`config.mk`:
```
export PLATFORM = sky130hd
export DESIGN_NAME = osc_source_ctl
export DESIGN_NICKNAME = d
export VERILOG_FILES = /design/src/osc_ctl_pkg.sv /design/src/level_sync.sv /design/src/osc_source_ctl.sv
export VERILOG_INCLUDE_DIRS = /design/src
export SDC_FILE = /design/constraint.sdc
export NUM_CORES = 1
export LEC_CHECK = 0
export BUFFER_PORTS_ARGS = -buffer_cell sky130_fd_sc_hd__buf_2
export CORE_MARGIN = 4
export CORE_UTILIZATION = 49
export DETAILED_ROUTE_END_ITERATION = 16
export GPL_TIMING_DRIVEN = 0
export PLACE_DENSITY_LB_ADDON = 0.25
export REMOVE_ABC_BUFFERS = 1
export SYNTH_ARGS = -nofsm -noshare
export SYNTH_HDL_FRONTEND = slang
export SYNTH_SLANG_ARGS = --single-unit
```
`constraint.sdc`:
```
create_clock -name clk -period 3.1 [get_ports clk]
set_input_delay 0.155 -clock clk [delete_from_list [all_inputs] [get_ports clk]]
set_output_delay 0.155 -clock clk [all_outputs]
set_load 0.01 [all_outputs]
```
`src/osc_ctl_defines.svh`:
```
// Register offsets, field positions, reset values and counts of the clock source control.
`ifndef OSC_CTL_DEFINES_SVH
`define OSC_CTL_DEFINES_SVH

`define OFF_SYSTEM_CONTROL_0      12'h000
`define OFF_CTRL1      12'h004
`define OFF_CONFIG     12'h008
`define OFF_WAKE_EN    12'h00C
`define OFF_STATUS     12'h010
`define OFF_IRQ_STAT   12'h014
`define OFF_IRQ_MASK   12'h018
`define OFF_COMMAND    12'h01C

`define SYSTEM_CONTROL_0_PWR_MODE 0
`define SYSTEM_CONTROL_0_LCD_SRC  1
`define SYSTEM_CONTROL_0_LCD_KEEP 2
`define SYSTEM_CONTROL_0_TMR_SRC  5
`define CTRL1_XT_KEEP  0
`define CTRL1_SYS_KEEP 1
`define CTRL1_RC_ON    2
`define CFG_SRC_LO     0
`define CFG_FRQ_LO     2
`define CFG_XT_OPT     4
`define CFG_RC_OPT     5
`define CFG_WDT_RC     6
`define CMD_PWR_DOWN   0

`define SYSTEM_CONTROL_0_RST      8'h00
`define CTRL1_RST      8'h05
`define CONFIG_RST     8'h62
`define WAKE_EN_RST    8'h00

`define SRC_XTAL       2'h0
`define SRC_ERC        2'h1
`define SRC_FRC        2'h2
`define FRQ_ILLEGAL    2'h3

`define IRQ_WAKE       0
`define IRQ_XT_VALID   1
`define IRQ_SWITCHED   2

`define XT_START_QUICK 13'h0400
`define XT_START_LOW   13'h1000
`define SYNC_BITS      16
`endif

```
`src/osc_ctl_pkg.sv`:
```
// Types shared by the clock source control files.
package osc_ctl_pkg;
  typedef struct packed {
    logic        psel;
    logic        penable;
    logic        pwrite;
    logic [11:0] paddr;
    logic [31:0] pwdata;
  } apb_req_t;
  typedef struct packed {
    logic [31:0] prdata;
    logic        pready;
    logic        pslverr;
  } apb_rsp_t;
  typedef struct packed {
    logic sys;
    logic slow_rc;
    logic slow_xtal;
  } osc_en_t;
  typedef struct packed {
    logic watchdog_clk;
    logic lcd_sub_clk;
    logic timer_low_freq_clk;
  } lf_clk_t;
  typedef enum logic {SW_RUN, SW_PICK} sw_state_t;
endpackage

```
`src/level_sync.sv`:
```
// Two-stage synchroniser for a group of asynchronous levels.
`timescale 1ns/1ns
module level_sync #(
  parameter int W = 1
) (
  input  wire logic         clk,
  input  wire logic         rst,
  input  wire logic [W-1:0] async_in,
  output logic      [W-1:0] sync_out
);
  logic [W-1:0] meta_r;
  logic [W-1:0] hold_r;

  for (genvar i = 0; i < W; i++) begin : g_bit
    always_ff @(posedge clk or posedge rst) begin
      if (rst) begin
        meta_r[i] <= 1'b0;
        hold_r[i] <= 1'b0;
      end else begin
        meta_r[i] <= async_in[i];
        hold_r[i] <= meta_r[i];
      end
    end
  end

  assign sync_out = hold_r;
endmodule

```
`src/osc_source_ctl.sv`:
```
// Clock source selection, power-down gating and wake-up control with an APB register port.
//
// The address map and the APB interface to the registers are this design's own decisions.
`timescale 1ns/1ns
`include "osc_ctl_defines.svh"

// Notes on behaviour
// - System clock comes from crystal, external RC or internal fast RC by option.
// - Slow RC or slow crystal may feed watchdog, LCD and timer slow clocks.
// - In power-down the system and slow crystal oscillators run or stop by their own control bits; slow RC runs while watchdog, timer or kept LCD uses it.
// - Interrupt, enabled port A transition, watchdog or timer overflow ends power-down.
// - Internal fast RC runs at one of three selectable fixed frequencies.
// - With internal fast RC selected both oscillator pins become ordinary I/O.
// - With external RC selected only the first oscillator pin is used.
// - Slow crystal is an option and counts valid only after start-up delay.
// - Power-mode bit zero means quick start, one means low power.
// - Power-on clears the power-mode bit, starting the crystal in quick start.
// - Slow crystal keeps running in either mode; low power only slows start-up.
// - Power-down stops the system clock; timer clocks come from independent sources.
// - Slow RC is an option and keeps running in power-down when the watchdog, the timer or an LCD with its keep bit set uses it.
// - Slow RC may stop only when nothing selects it, or in power-down when the LCD alone selects it and its keep bit is clear.
module osc_source_ctl (
  input  wire logic                 clk,
  input  wire logic                 rst,
  input  wire osc_ctl_pkg::apb_req_t apb_req,
  output osc_ctl_pkg::apb_rsp_t     apb_rsp,
  input  wire logic                 ext_crystal_osc,
  input  wire logic                 ext_rc_osc,
  input  wire logic                 int_fast_rc_osc,
  input  wire logic                 low_speed_crystal_osc,
  input  wire logic                 int_slow_rc_osc,
  input  wire logic [7:0]           port_a_in,
  input  wire logic                 irq_req,
  input  wire logic                 watchdog_overflow,
  input  wire logic                 timer_overflow,
  output logic                      sys_clk_out,
  output logic                      sys_clk_run,
  output osc_ctl_pkg::osc_en_t      osc_en,
  output osc_ctl_pkg::lf_clk_t      lf_clk,
  output logic [1:0]                fast_rc_freq_sel,
  output logic                      crystal_power_mode_bit,
  output logic [1:0]                osc_pins_gpio,
  output logic                      irq
);
  import osc_ctl_pkg::*;

  logic [15:0] sync_w;
  logic [2:0]  sys_lvl;
  logic        xt_lvl;
  logic        rc_lvl;
  logic [7:0]  port_s;
  logic        irq_s;
  logic        wdt_s;
  logic        tmr_s;

  level_sync #(.W(`SYNC_BITS)) u_sync (
    .clk      (clk),
    .rst      (rst),
    .async_in ({timer_overflow, watchdog_overflow, irq_req, port_a_in, int_slow_rc_osc,
                low_speed_crystal_osc, int_fast_rc_osc, ext_rc_osc, ext_crystal_osc}),
    .sync_out (sync_w)
  );

  assign sys_lvl = sync_w[2:0];
  assign xt_lvl  = sync_w[3];
  assign rc_lvl  = sync_w[4];
  assign port_s  = sync_w[12:5];
  assign irq_s   = sync_w[13];
  assign wdt_s   = sync_w[14];
  assign tmr_s   = sync_w[15];

  // Register file and APB slave.
  logic [7:0]  system_control_0_r, system_control_0_nxt;
  logic [7:0]  ctrl1_r, ctrl1_nxt;
  logic [7:0]  cfg_r, cfg_nxt;
  logic [7:0]  wake_en_r, wake_en_nxt;
  logic [2:0]  irq_stat_r, irq_stat_nxt;
  logic [2:0]  irq_mask_r, irq_mask_nxt;
  logic [31:0] prdata_r, prdata_nxt;
  logic        wr_acc;
  logic        setup;
  logic        mapped;
  logic        pd_cmd;
  logic [2:0]  irq_evt;
  logic [7:0]  status_w;

  assign setup  = apb_req.psel && !apb_req.penable;
  assign wr_acc = apb_req.psel && apb_req.penable && apb_req.pwrite;
  assign mapped = (apb_req.paddr[11:5] == 7'h00) && (apb_req.paddr[1:0] == 2'h0);
  assign pd_cmd = wr_acc && (apb_req.paddr == `OFF_COMMAND) && apb_req.pwdata[`CMD_PWR_DOWN];

  always_comb begin
    system_control_0_nxt    = system_control_0_r;
    ctrl1_nxt    = ctrl1_r;
    cfg_nxt      = cfg_r;
    wake_en_nxt  = wake_en_r;
    irq_mask_nxt = irq_mask_r;
    irq_stat_nxt = irq_stat_r;
    prdata_nxt   = prdata_r;
    if (wr_acc) begin
      unique case (apb_req.paddr)
        `OFF_SYSTEM_CONTROL_0:    system_control_0_nxt = apb_req.pwdata[7:0];
        `OFF_CTRL1:    ctrl1_nxt = apb_req.pwdata[7:0];
        `OFF_CONFIG:   cfg_nxt = apb_req.pwdata[7:0];
        `OFF_WAKE_EN:  wake_en_nxt = apb_req.pwdata[7:0];
        `OFF_IRQ_STAT: irq_stat_nxt = irq_stat_r & ~apb_req.pwdata[2:0];
        `OFF_IRQ_MASK: irq_mask_nxt = apb_req.pwdata[2:0];
        default: ;
      endcase
    end
    irq_stat_nxt = irq_stat_nxt | irq_evt;
    if (setup) begin
      unique case (apb_req.paddr)
        `OFF_SYSTEM_CONTROL_0:    prdata_nxt = {24'h000000, system_control_0_r};
        `OFF_CTRL1:    prdata_nxt = {24'h000000, ctrl1_r};
        `OFF_CONFIG:   prdata_nxt = {24'h000000, cfg_r};
        `OFF_WAKE_EN:  prdata_nxt = {24'h000000, wake_en_r};
        `OFF_STATUS:   prdata_nxt = {24'h000000, status_w};
        `OFF_IRQ_STAT: prdata_nxt = {29'h0000000, irq_stat_r};
        `OFF_IRQ_MASK: prdata_nxt = {29'h0000000, irq_mask_r};
        default:       prdata_nxt = 32'h00000000;
      endcase
    end
  end

  always_ff @(posedge clk or posedge rst) begin
    if (rst) begin
      system_control_0_r    <= `SYSTEM_CONTROL_0_RST;
      ctrl1_r    <= `CTRL1_RST;
      cfg_r      <= `CONFIG_RST;
      wake_en_r  <= `WAKE_EN_RST;
      irq_stat_r <= 3'h0;
      irq_mask_r <= 3'h0;
      prdata_r   <= 32'h00000000;
    end else begin
      system_control_0_r    <= system_control_0_nxt;
      ctrl1_r    <= ctrl1_nxt;
      cfg_r      <= cfg_nxt;
      wake_en_r  <= wake_en_nxt;
      irq_stat_r <= irq_stat_nxt;
      irq_mask_r <= irq_mask_nxt;
      prdata_r   <= prdata_nxt;
    end
  end

  assign apb_rsp.prdata  = prdata_r;
  assign apb_rsp.pready  = 1'b1;
  assign apb_rsp.pslverr = apb_req.psel && apb_req.penable && !mapped;
  assign irq             = |(irq_stat_r & irq_mask_r);

  // Power-down entry and wake-up.
  logic       pd_r, pd_nxt;
  logic [7:0] port_d_r;
  logic       wake;

  assign wake = irq_s || wdt_s || tmr_s || |((port_s ^ port_d_r) & wake_en_r);

  always_comb begin
    pd_nxt = pd_r;
    if (pd_r && wake) begin
      pd_nxt = 1'b0;
    end else if (!pd_r && pd_cmd) begin
      pd_nxt = 1'b1;
    end
  end

  always_ff @(posedge clk or posedge rst) begin
    if (rst) begin
      pd_r     <= 1'b0;
      port_d_r <= 8'h00;
    end else begin
      pd_r     <= pd_nxt;
      port_d_r <= port_s;
    end
  end

  // Oscillator enables.
  logic    [1:0] tgt_src;
  logic          rc_in_use;
  osc_en_t       en_r, en_nxt;

  assign tgt_src = (cfg_r[`CFG_SRC_LO+:2] == `SRC_XTAL) ? `SRC_XTAL :
                   (cfg_r[`CFG_SRC_LO+:2] == `SRC_ERC) ? `SRC_ERC : `SRC_FRC;
  assign rc_in_use = cfg_r[`CFG_WDT_RC] || !system_control_0_r[`SYSTEM_CONTROL_0_TMR_SRC] ||
                     (!system_control_0_r[`SYSTEM_CONTROL_0_LCD_SRC] && (!pd_r || system_control_0_r[`SYSTEM_CONTROL_0_LCD_KEEP]));

  always_comb begin
    en_nxt.sys       = !pd_r || ctrl1_r[`CTRL1_SYS_KEEP];
    en_nxt.slow_xtal = cfg_r[`CFG_XT_OPT] && (!pd_r || ctrl1_r[`CTRL1_XT_KEEP]);
    en_nxt.slow_rc   = cfg_r[`CFG_RC_OPT] &&
                       (rc_in_use || (!pd_r && ctrl1_r[`CTRL1_RC_ON]));
  end

  always_ff @(posedge clk or posedge rst) begin
    if (rst) begin
      en_r <= '0;
    end else begin
      en_r <= en_nxt;
    end
  end

  assign osc_en = en_r;

  // Slow crystal start-up; the power mode changes the wait, never the enable.
  logic [12:0] xt_cnt_r, xt_cnt_nxt;
  logic        xt_valid_r, xt_valid_nxt;
  logic        xt_d_r;
  logic [12:0] xt_limit;

  assign xt_limit = system_control_0_r[`SYSTEM_CONTROL_0_PWR_MODE] ? `XT_START_LOW : `XT_START_QUICK;

  always_comb begin
    xt_cnt_nxt   = xt_cnt_r;
    xt_valid_nxt = xt_valid_r;
    if (!en_r.slow_xtal) begin
      xt_cnt_nxt   = 13'h0000;
      xt_valid_nxt = 1'b0;
    end else if (!xt_valid_r && xt_lvl && !xt_d_r) begin
      xt_cnt_nxt = xt_cnt_r + 13'h0001;
      if (xt_cnt_nxt >= xt_limit) begin
        xt_valid_nxt = 1'b1;
      end
    end
  end

  always_ff @(posedge clk or posedge rst) begin
    if (rst) begin
      xt_cnt_r   <= 13'h0000;
      xt_valid_r <= 1'b0;
      xt_d_r     <= 1'b0;
    end else begin
      xt_cnt_r   <= xt_cnt_nxt;
      xt_valid_r <= xt_valid_nxt;
      xt_d_r     <= xt_lvl;
    end
  end

  // Glitch-free system clock switch.
  sw_state_t  sw_r, sw_nxt;
  logic [1:0] cur_r, cur_nxt;
  logic       gate_r, gate_nxt;
  logic       cur_lvl;
  logic       sys_clk_r;
  logic       switched;

  assign cur_lvl = sys_lvl[cur_r];

  always_comb begin
    sw_nxt   = sw_r;
    cur_nxt  = cur_r;
    gate_nxt = gate_r;
    switched = 1'b0;
    unique case (sw_r)
      SW_RUN: begin
        if (tgt_src != cur_r && !cur_lvl) begin
          gate_nxt = 1'b0;
          cur_nxt  = tgt_src;
          sw_nxt   = SW_PICK;
        end
      end
      SW_PICK: begin
        if (tgt_src != cur_r) begin
          cur_nxt = tgt_src;
        end else if (!cur_lvl) begin
          gate_nxt = 1'b1;
          sw_nxt   = SW_RUN;
          switched = 1'b1;
        end
      end
    endcase
  end

  always_ff @(posedge clk or posedge rst) begin
    if (rst) begin
      sw_r      <= SW_PICK;
      cur_r     <= `SRC_FRC;
      gate_r    <= 1'b0;
      sys_clk_r <= 1'b0;
    end else begin
      sw_r      <= sw_nxt;
      cur_r     <= cur_nxt;
      gate_r    <= gate_nxt;
      sys_clk_r <= gate_r && !pd_r && cur_lvl;
    end
  end

  assign sys_clk_out = sys_clk_r;
  assign sys_clk_run = !pd_r;

  // Low-frequency clocks, each from slow RC or a started slow crystal.
  lf_clk_t lf_r, lf_nxt;
  logic    xt_ok;
  logic    rc_ok;

  assign xt_ok = xt_lvl && xt_valid_r;
  assign rc_ok = rc_lvl && en_r.slow_rc;

  always_comb begin
    lf_nxt.watchdog_clk       = cfg_r[`CFG_WDT_RC] ? rc_ok : xt_ok;
    lf_nxt.lcd_sub_clk        = system_control_0_r[`SYSTEM_CONTROL_0_LCD_SRC] ? xt_ok : rc_ok;
    lf_nxt.timer_low_freq_clk = system_control_0_r[`SYSTEM_CONTROL_0_TMR_SRC] ? xt_ok : rc_ok;
  end

  always_ff @(posedge clk or posedge rst) begin
    if (rst) begin
      lf_r <= '0;
    end else begin
      lf_r <= lf_nxt;
    end
  end

  assign lf_clk = lf_r;

  assign fast_rc_freq_sel = (cfg_r[`CFG_FRQ_LO+:2] == `FRQ_ILLEGAL) ? 2'h0 :
                            cfg_r[`CFG_FRQ_LO+:2];
  assign crystal_power_mode_bit = system_control_0_r[`SYSTEM_CONTROL_0_PWR_MODE];
  assign osc_pins_gpio[0] = (tgt_src == `SRC_FRC);
  assign osc_pins_gpio[1] = (tgt_src != `SRC_XTAL);

  assign irq_evt  = {switched, xt_valid_nxt && !xt_valid_r, pd_r && wake};
  assign status_w = {pd_r, xt_valid_r, gate_r, sw_r == SW_RUN, cur_r, en_r.slow_rc,
                     en_r.slow_xtal};
endmodule

```
==> results.yml, run 1 <==
synth:
  synth_top_cell_by_area: "dfrtp_1"
  avgSynthCellArea_sq_um: 12.11
  synth.area.top_cells: "dfrtp_1 53%, mux2_2 7.9%, buf_4 3.9%, dfstp_2 3.7%, xor2_1 2.6%"
  yosys_warnings: 0
  synth.most_common_cell: "dfrtp_1"
  synth_common_cells: "106 x dfrtp_1, 35 x mux2_2, 26 x buf_4"
  ys_ff_latch: 113
  synth_edf_count: 0
  yosysSeqAreaShare: 0.5700
  synth_ff_type: "dfrtp_1"
  synth_top_area_frac: 0.5331
  synthArstFlopShare: 1.000
  ys_types: 54
  syn_area_sq_um: 4976
  synth_cells: 411
worst_setup_path:
  reg2reg_depth: 9
  r2r_slack_ns: 0.57
  crit_path_max_incr_delay_ns: 0.43
  cp_cell_sequence: "ha_1 -> nand2_1 -> nor3_1 -> nand3_1 -> xnor2_1 -> ha_1 -> nand3b_1 -> a311oi_1 -> o21ai_0"
  r2r_start: "xt_cnt_r[0]"
  slowest_stage: "dfrtp_1"
  worst-setup-path-type: "reg -> reg"
  path_common_cell: "ha_1"
  worstPathRequired_ns: 3.48
  worstSetupStartpointType: "flop"
  crit_path_max_fanout: 6
  crit_path_start: "xt_cnt_r[0]"
  critPathCaptureType: "flop"
  critPathArrivalTime_ns: 2.90
  reg2reg_to: "irq_stat_r[1]"
pwr:
  swShare: 0.2427
  pwr-share-seq: 0.434
  clkPwrFrac: 0.521
  internal_power_w: 0.002651
  p_sw_w: 0.0008499
  peakVddDrop_uv: 391.4
  p_total_w: 0.003501
  p_per_area_nw_per_um2: 571.1
  p_leak_nw: 2.889
  pwr-share-comb: 0.045
routing:
  ant_nets: 0
  wl_per_cell_um: 16.06
  avgViaCountPerCell: 5.218
  dr.pass1.iters: 5
  drtIter0Drc: 180
  totalWireLength_mm: 10.41
  vias: 3381
  drc: 0
timing:
  fin_crit_sh: 0.8153
  finalSetupViolations: 0
  slew_headroom: 0.5561
  hold_viol: 0
  final-max-slew-violation-count: 0
  tightest_slew_ns: 0.6610
  layout_min_cycle_time_ns: 2.528
  timing.hold.ws_ns: 0.1632
  skew_ns: 0.007793
  grt_setup_unrepaired: "false"
  max_clock_freq_mhz: 395.6
global_route:
  grt_pass1_vias: 3377
  grt_max_degree: 63
  grt_usage: 0.1920
  antenna_found_initial: 0
  grt_overflow: 0
  grt_first_pass_wirelength_mm: 17.11
final_layout:
  drive_gt1_frac: 0.2893
  multi_input_area_sq_um: 1929
  fillCellCount: 789
  antenna_cells: 0
  fin_area_sq_um: 6131
  final_core_util: 0.6244
  syn_to_final_growth_pct: 23.21
  nets: 570
  ff_latch_area_sq_um: 2836
  fin_cells: 648
cts:
  cts_num_sinks: 113
  cts_made_buffers: 17
  clk_root_buffer_cell: "clkbuf_8"
  cts_max_level: 4
  clkTransAtPathRegs_ns: 0.06
  cts_tree: "done"
  cts_max_path_buffers: 2
  clk_latency_ns: 0.52
  post-cts-setup-buffers: 0
die:
  io-pin-count: 113
  rows: 36
  die_area_sq_um: 11830
  initial_utilization: 0.5068
  dieWidth_um: 108.8
  die_height_um: 108.8
  core_area_sq_um: 9819
hold_path:
  holdPathEnd: "pd_r"
  hp-start: "apb_req[44]"
  hold_path_class: "in -> reg"
  hold_path_depth: 5
placement:
  placed_area_sq_um: 5319
  gp_congestion: 0.7981
  placed_cells: 591
  dpl.hpwl_mm: 7.101
  numPortBuffers: 63
status:
  status: "finished clean"
job:
  drv_cap: 0
final cells by class:
cell class                 count  share of cell area
clock buffer                  17             0.06755
clock inverter                15             0.02408
inverter                      11            0.007143
multi-input combinational    270              0.3147
sequential                   113              0.4627
tap                          133             0.02714
timing repair buffer          89             0.09673
cells by family after synthesis:
| group | synth area share |
|---|---|
| flip-flops | 0.5700 |
| AND/OR/NAND/NOR | 0.1240 |
| AO/OA/AOI/OAI | 0.07669 |
| buffers and inverters | 0.05959 |
| multiplexers | 0.1132 |
| XOR/XNOR | 0.04752 |
| adder cells (fa/ha/maj) | 0.007544 |
| other | 0.001509 |
registers in the layout, summed over array words and instances, names as in the netlist, 2 cells and up, named ones only:
name,cells
u_sync.meta_r,16
u_sync.sync_out,16
xt_cnt_r,13
cfg_r,8
ctrl1_r,8
port_d_r,8
prdata_r,8
system_control_0_r,8
wake_en_r,8
irq_mask_r,3
irq_stat_r,3
lf_clk,3
osc_en,3
cur_r,2
cells in the final DEF, fill, tap and decap left out, types with 6 or more instances in the layout:
cell type / synthesis / routed
inv_6: 0 / 6
dfstp_2: 7 / 7
nor3_1: 8 / 8
mux2i_1: 9 / 9
xor2_1: 15 / 15
nand2_1: 21 / 21
conb_1: 2 / 25
dlygate4sd3_1: 0 / 25
nand3_1: 14 / 14
and2_1: 15 / 15
mux2_2: 35 / 35
dfrtp_1: 106 / 106
xnor2_1: 12 / 12
o21ai_0: 19 / 19
nor2b_1: 6 / 6
buf_2: 5 / 63
clkbuf_16: 0 / 16
inv_1: 11 / 10
nor2_1: 17 / 17
layer usage:
| layer | wire (um) | GRT usage | up-vias |
|---|---|---|---|
| met1 | 4345 | 0.2545 | 1666 |
| met2 | 5085 | 0.3036 | 122 |
| li1 | - | - | 1583 |
| met4 | 119 | 0.06853 | 0 |
| met3 | 859 | 0.05447 | 10 |
| met5 | 0 | 0 | - |
power groups by stage:
| stage | combinational, W | sequential, W | clock, W |
|---|---|---|---|
| 5_1_grt | 0.000178 | 0.00152 | 0.00192 |
| 4_1_cts | 0.000160 | 0.00152 | 0.00185 |
| 2_1_floorplan | 0.0000696 | 0.00154 | 0 |
| 6_report | 0.000159 | 0.00152 | 0.00182 |
| 3_3_place_gp | 0.000128 | 0.00154 | 0 |
| 3_5_place_dp | 0.000135 | 0.00155 | 0 |
how the worst max path moves through the flow:
stage / end / slack [ns] / cells past startpoint
after CTS: irq_stat_r[1] / 0.55 / 9
after global routing: irq_stat_r[1] / 0.26 / 9
after floorplan: cfg_r[0] / -0.03 / 1
final: irq_stat_r[1] / 0.57 / 9
after detailed placement: irq_stat_r[1] / 0.61 / 9
after global placement: u_sync.sync_out[0] / -1.18 / 2
what timing repair did:
action	CTS	global route
endpoints found under the hold margin	101	0
gates resized for setup	0	0
hold buffers	25	0
stage by stage:
step / setup WS [ns] / setup TNS, ns
after global placement: -1.181 / -125.28
after detailed placement: 0.6083 / 0
after floorplan: -0.03077 / -3.262
final: 0.5725 / 0
after global routing: 0.2587 / 0
after CTS: 0.5509 / 0
worst max-delay path, delay by kind of cell, from the launching register on:
kind | cells | cell delay (ns)
simple gates | 4 | 0.78
xor+xnor | 1 | 0.15
flops | 1 | 0.43
compound gates | 2 | 0.59
fa+ha+maj | 2 | 0.44
No activity file was read; power rests on OpenSTA's default activity.
==> run 2, diff against run 1 <==
- clock period: 3.1 -> 2.2 ns (I/O delays scaled with it)
==> run 2 against run 1 <==
First-iteration DRC count is 2.8% lower. Total power is 41% higher. Global-route usage is 0.10 points higher. Sequential power is 41% higher. Wire length is 0.97% higher. Die area stayed put. Sequential cell count stayed put. Critical path depth stayed put. Register-to-register slack worse by 0.46 ns. Utilization is 0.88 points higher. Clock skew is 0.0017 ns lower.
==> results.yml, run 2 (synthesis results as in run 1) <==
status:
  status: "finished clean"
timing:
  layout_min_cycle_time_ns: 2.084
  slew_headroom: 0.5599
  skew_ns: 0.006100
  tightest_slew_ns: 0.6553
  finalSetupViolations: 0
  fin_crit_sh: 0.9473
  hold_viol: 0
  max_clock_freq_mhz: 479.8
  final-max-slew-violation-count: 0
global_route:
  antenna_found_initial: 0
  grt_pass1_vias: 3383
  grt_first_pass_wirelength_mm: 17.22
  grt_max_degree: 63
  grt_usage: 0.1931
  grt_overflow: 0
die:
  die_height_um: 108.8
  rows: 36
  initial_utilization: 0.5068
  die_area_sq_um: 11830
  dieWidth_um: 108.8
  io-pin-count: 113
  core_area_sq_um: 9819
cts:
  cts_num_sinks: 113
  cts_made_buffers: 17
  clk_root_buffer_cell: "clkbuf_8"
  cts_max_path_buffers: 2
  cts_max_level: 4
  clk_latency_ns: 0.52
  cts_tree: "done"
  clkTransAtPathRegs_ns: 0.06
final_layout:
  antenna_cells: 0
  layout_commonest_cell: "dfrtp_1"
  nets: 575
  most-common-layout-cells: "101 x dfrtp_1, 63 x buf_2, 35 x mux2_2, 25 x conb_1, 25 x dlygate4sd3_1"
  fin_area_sq_um: 6217
  drive_gt1_frac: 0.3154
  syn_to_final_growth_pct: 24.94
  fin_cells: 653
hold_path:
  hold_path_class: "in -> reg"
  hp-start: "apb_req[44]"
  hold_path_depth: 5
  holdPathEnd: "pd_r"
routing:
  ant_nets: 0
  avgViaCountPerCell: 5.227
  totalWireLength_mm: 10.51
  wl_per_cell_um: 16.09
  drc: 0
  drtIter0Drc: 175
  dr.pass1.iters: 4
  vias: 3413
pwr:
  peakVddDrop_uv: 550.6
  p_per_area_nw_per_um2: 793.0
  p_leak_nw: 2.939
worst_setup_path:
  critPathArrivalTime_ns: 2.47
  worstPathRequired_ns: 2.59
  r2r_start: "xt_cnt_r[3]"
  crit_path_max_fanout: 7
  reg2reg_depth: 9
  reg2reg_to: "irq_stat_r[1]"
  worst-setup-path-type: "reg -> reg"
  worstSetupStartpointType: "flop"
  critPathCaptureType: "flop"
  r2r_slack_ns: 0.12
job:
  drv_cap: 0
placement:
  placed_area_sq_um: 5319
  placed_cells: 591
  numPortBuffers: 63
  gp_congestion: 0.7981
  dpl.hpwl_mm: 7.101
-- run 2: worst max path at each step --
| stage | startpoint | to | slack (ns) | depth (start not counted) |
|---|---|---|---|---|
| 4_1_cts | xt_cnt_r[0] | irq_stat_r[1] | 0.06 | 9 |
| 6_report | xt_cnt_r[3] | irq_stat_r[1] | 0.12 | 9 |
| 3_3_place_gp | rst | u_sync.sync_out[0] | -2.04 | 2 |
| 3_5_place_dp | xt_cnt_r[0] | irq_stat_r[1] | -0.29 | 9 |
| 2_1_floorplan | rst | cfg_r[0] | -0.89 | 1 |
| 5_1_grt | xt_cnt_r[5] | irq_stat_r[1] | -0.003 | 9 |
-- run 2: per-stage QoR --
step / TNS [ns] / util / power (W) / worst slack [ns] / hold slack [ns]
after floorplan: -94.56 / - / 0.002270 / -0.8858 / 0.1414
after global placement: -224.01 / 0.5386 / 0.002356 / -2.036 / 0.2176
after detailed placement: -2.299 / 0.5417 / 0.002369 / -0.2917 / 0.2193
after CTS: 0 / 0.6295 / 0.004975 / 0.06060 / 0.08586
after global routing: -0.002983 / 0.6332 / 0.005104 / -0.002983 / 0.1263
final: 0 / 0.6332 / 0.004930 / 0.1159 / 0.1144
-- run 2: what timing repair did --
| item | 4_1_cts | 5_1_grt |
|---|---|---|
| endpoints found under the setup margin | 2 | 2 |
| hold endpoints to repair | 104 | 0 |
| buffers inserted | 3 | 2 |
| pin swaps | 3 | 4 |
| hold buffers | 25 | 0 |
| resized for setup | 6 | 8 |
| gates cloned | 0 | 0 |
-- run 2: critical path, stage by stage, from the launching register on --
cell and delay, ns:
dfrtp_2 0.43, nand4_1 0.19, nor3_4 0.24, buf_4 0.14, xnor2_1 0.11, ha_1 0.26, nand3_1 0.10, a211oi_2 0.05
a311oi_2 0.34, o21ai_1 0.10
-- run 2: where the power goes --
group | total [W] | internal, W | switching, W
Combinational | 0.000224 | 0.0000902 | 0.000134
Clock | 0.00257 | 0.00152 | 0.00104
Sequential | 0.00214 | 0.00212 | 0.0000190
-- run 2: area by class of cell --
cell class	count	area, sq um
Inverter	11	43.79
Tap cell	133	166.4
Clock buffer	17	414.1
Fill cell	778	3602
Multi-Input combinational cell	270	1972
Timing Repair Buffer	94	630.6
Sequential cell	113	2843
Clock inverter	15	147.6
-- run 2: routing by layer --
| layer | vias to the layer above | global-route usage | part of all wire |
|---|---|---|---|
| li1 | 1592 | - | - |
| met1 | 1687 | 0.2562 | 0.42 |
| met2 | 120 | 0.3054 | 0.49 |
| met3 | 14 | 0.05447 | 0.072 |
| met4 | 0 | 0.06853 | 0.014 |
| met5 | - | 0 | 0 |
==> run 3, diff against run 2 <==
- RECOVER_POWER: not set -> 100
==> run 3 against run 2 <==
Global-route usage did not move. Worst hold slack lost 0.0046 ns. Non-clock buffer count stayed put. Worst setup slack better by 0.013 ns. First-iteration DRC count grew 12%. Sequential share of layout area up 0.33 points. Final area is 0.72% lower. Register-to-register slack about the same. Critical endpoint unchanged. Largest cell class unchanged.
==> results.yml, run 3 (synthesis results as in run 1) <==
final_layout:
  most-common-layout-cells: "101 x dfrtp_1, 40 x buf_2, 34 x mux2_2, 25 x conb_1, 25 x dlygate4sd3_1"
  layout_commonest_cell: "dfrtp_1"
  syn_to_final_growth_pct: 24.04
  drive_gt1_frac: 0.2673
  fin_area_sq_um: 6172
  antenna_cells: 0
  nets: 575
job:
  drv_cap: 0
worst_setup_path:
  crit_path_max_fanout: 7
  critPathArrivalTime_ns: 2.50
  crit_family: "compound AO/OA/AOI/OAI gates"
  cp_num_buf_inv: 1
  crit_path_max_incr_delay_ns: 0.43
  critPathCaptureType: "flop"
  slowest_stage: "dfrtp_2"
  worst-setup-path-type: "reg -> reg"
  worstPathRequired_ns: 2.63
  cp_cell_sequence: "nand4_1 -> nor3_4 -> buf_4 -> xnor2_1 -> ha_1 -> nand3_1 -> a211oi_2 -> a311oi_2 -> o21ai_1"
  worstSetupStartpointType: "flop"
cts:
  clkTransAtPathRegs_ns: 0.06
  clk_root_buffer_cell: "clkbuf_8"
  cts_tree: "done"
  cts_num_sinks: 113
  clk_latency_ns: 0.52
  cts_max_path_buffers: 2
  cts_max_level: 4
  cts_made_buffers: 17
routing:
  ant_nets: 0
  drtIter0Drc: 196
  dr.pass1.iters: 4
  totalWireLength_mm: 10.56
  wl_per_cell_um: 16.17
  drc: 0
  vias: 3408
  avgViaCountPerCell: 5.219
die:
  io-pin-count: 113
  rows: 36
  initial_utilization: 0.5068
  core_area_sq_um: 9819
  die_area_sq_um: 11830
  die_height_um: 108.8
  dieWidth_um: 108.8
placement:
  numPortBuffers: 63
  placed_area_sq_um: 5319
  dpl.hpwl_mm: 7.101
  gp_congestion: 0.7981
pwr:
  peakVddDrop_uv: 541.8
  p_per_area_nw_per_um2: 798.3
  p_leak_nw: 2.831
global_route:
  grt_usage: 0.1931
  grt_max_degree: 63
  grt_busiest_layer: "met2"
  grt_overflow: 0
  grt_first_pass_wirelength_mm: 17.22
  use_met1: 0.2562
  antenna_found_initial: 0
  grtUsageMet3: 0.05447
  grt_util_met2: 0.3054
  grt_pass1_vias: 3383
timing:
  fin_crit_sh: 0.9412
  final-max-slew-violation-count: 0
  timing.setup.tns_ns: 0
  tightest_slew_ns: 1.096
  slew_headroom: 0.2633
  skew_ns: 0.008584
  finalSetupViolations: 0
  hold_viol: 0
  layout_min_cycle_time_ns: 2.071
  max_clock_freq_mhz: 483.0
hold_path:
  hold_path_class: "in -> reg"
status:
  status: "finished clean"
==> run 3: final cells by class <==
cell class	instances	area, sq um
clock buffers	17	414.1
clock inverters	15	147.6
fillers	801	3647
inverters	11	41.29
multi-input cells	270	1957
flip-flops and latches	113	2843
well taps	133	166.4
repair buffers	94	603.1
==> run 3: metal layers <==
| layer | share of wire | wire length (um) |
|---|---|---|
| met3 | 0.070 | 736 |
| met1 | 0.43 | 4539 |
| met4 | 0.0098 | 104 |
| met5 | 0 | 0 |
| met2 | 0.49 | 5180 |
==> run 3: worst paths after layout <==
check | startpoint | end | slack, ns | cells after the start
max reg2reg | xt_cnt_r[3] | irq_stat_r[1] | 0.13 | 9
min in group asynchronous | rst | u_sync.meta_r[6] | 0.41 | 3
min reg2reg | u_sync.meta_r[13] | u_sync.sync_out[13] | 0.34 | 0
max in group asynchronous | rst | cfg_r[1] | 0.90 | 4
max | xt_cnt_r[3] | irq_stat_r[1] | 0.13 | 9
min | apb_req[44] | pd_r | 0.11 | 5
==> run 3: what timing repair did <==
item / in CTS / in global routing
gates resized for setup: 6 / 8
endpoints found under the hold margin: 104 / 0
buffers inserted: 3 / 2
pin swaps: 3 / 4
setup endpoints to repair: 2 / 2
hold buffers: 25 / 0
==> run 3: through the flow <==
stage / setup slack, ns / total power [W] / util / std cells / hold slack (ns)
6_report: 0.1294 / 0.004927 / 0.6286 / 653 / 0.1098
5_1_grt: -0.002983 / 0.005101 / 0.6286 / 653 / 0.1279
4_1_cts: 0.06060 / 0.004975 / 0.6295 / 651 / 0.08586
3_5_place_dp: -0.2917 / 0.002369 / 0.5417 / 591 / 0.2193
3_3_place_gp: -2.036 / 0.002356 / 0.5386 / 590 / 0.2176
2_1_floorplan: -0.8858 / 0.002270 / - / 394 / 0.1414
==> run 3: worst min-delay path, stage by stage <==
cell	delay [ns]
buf_2	0.10
nand3_1	0.10
nor2_1	0.10
nand4_1	0.10
o21ai_0	0.07
==> run 3: power by group <==
group / switching, W / internal [W]
clock: 0.00104 / 0.00152
sequential: 0.0000190 / 0.00212
combinational: 0.000133 / 0.0000891
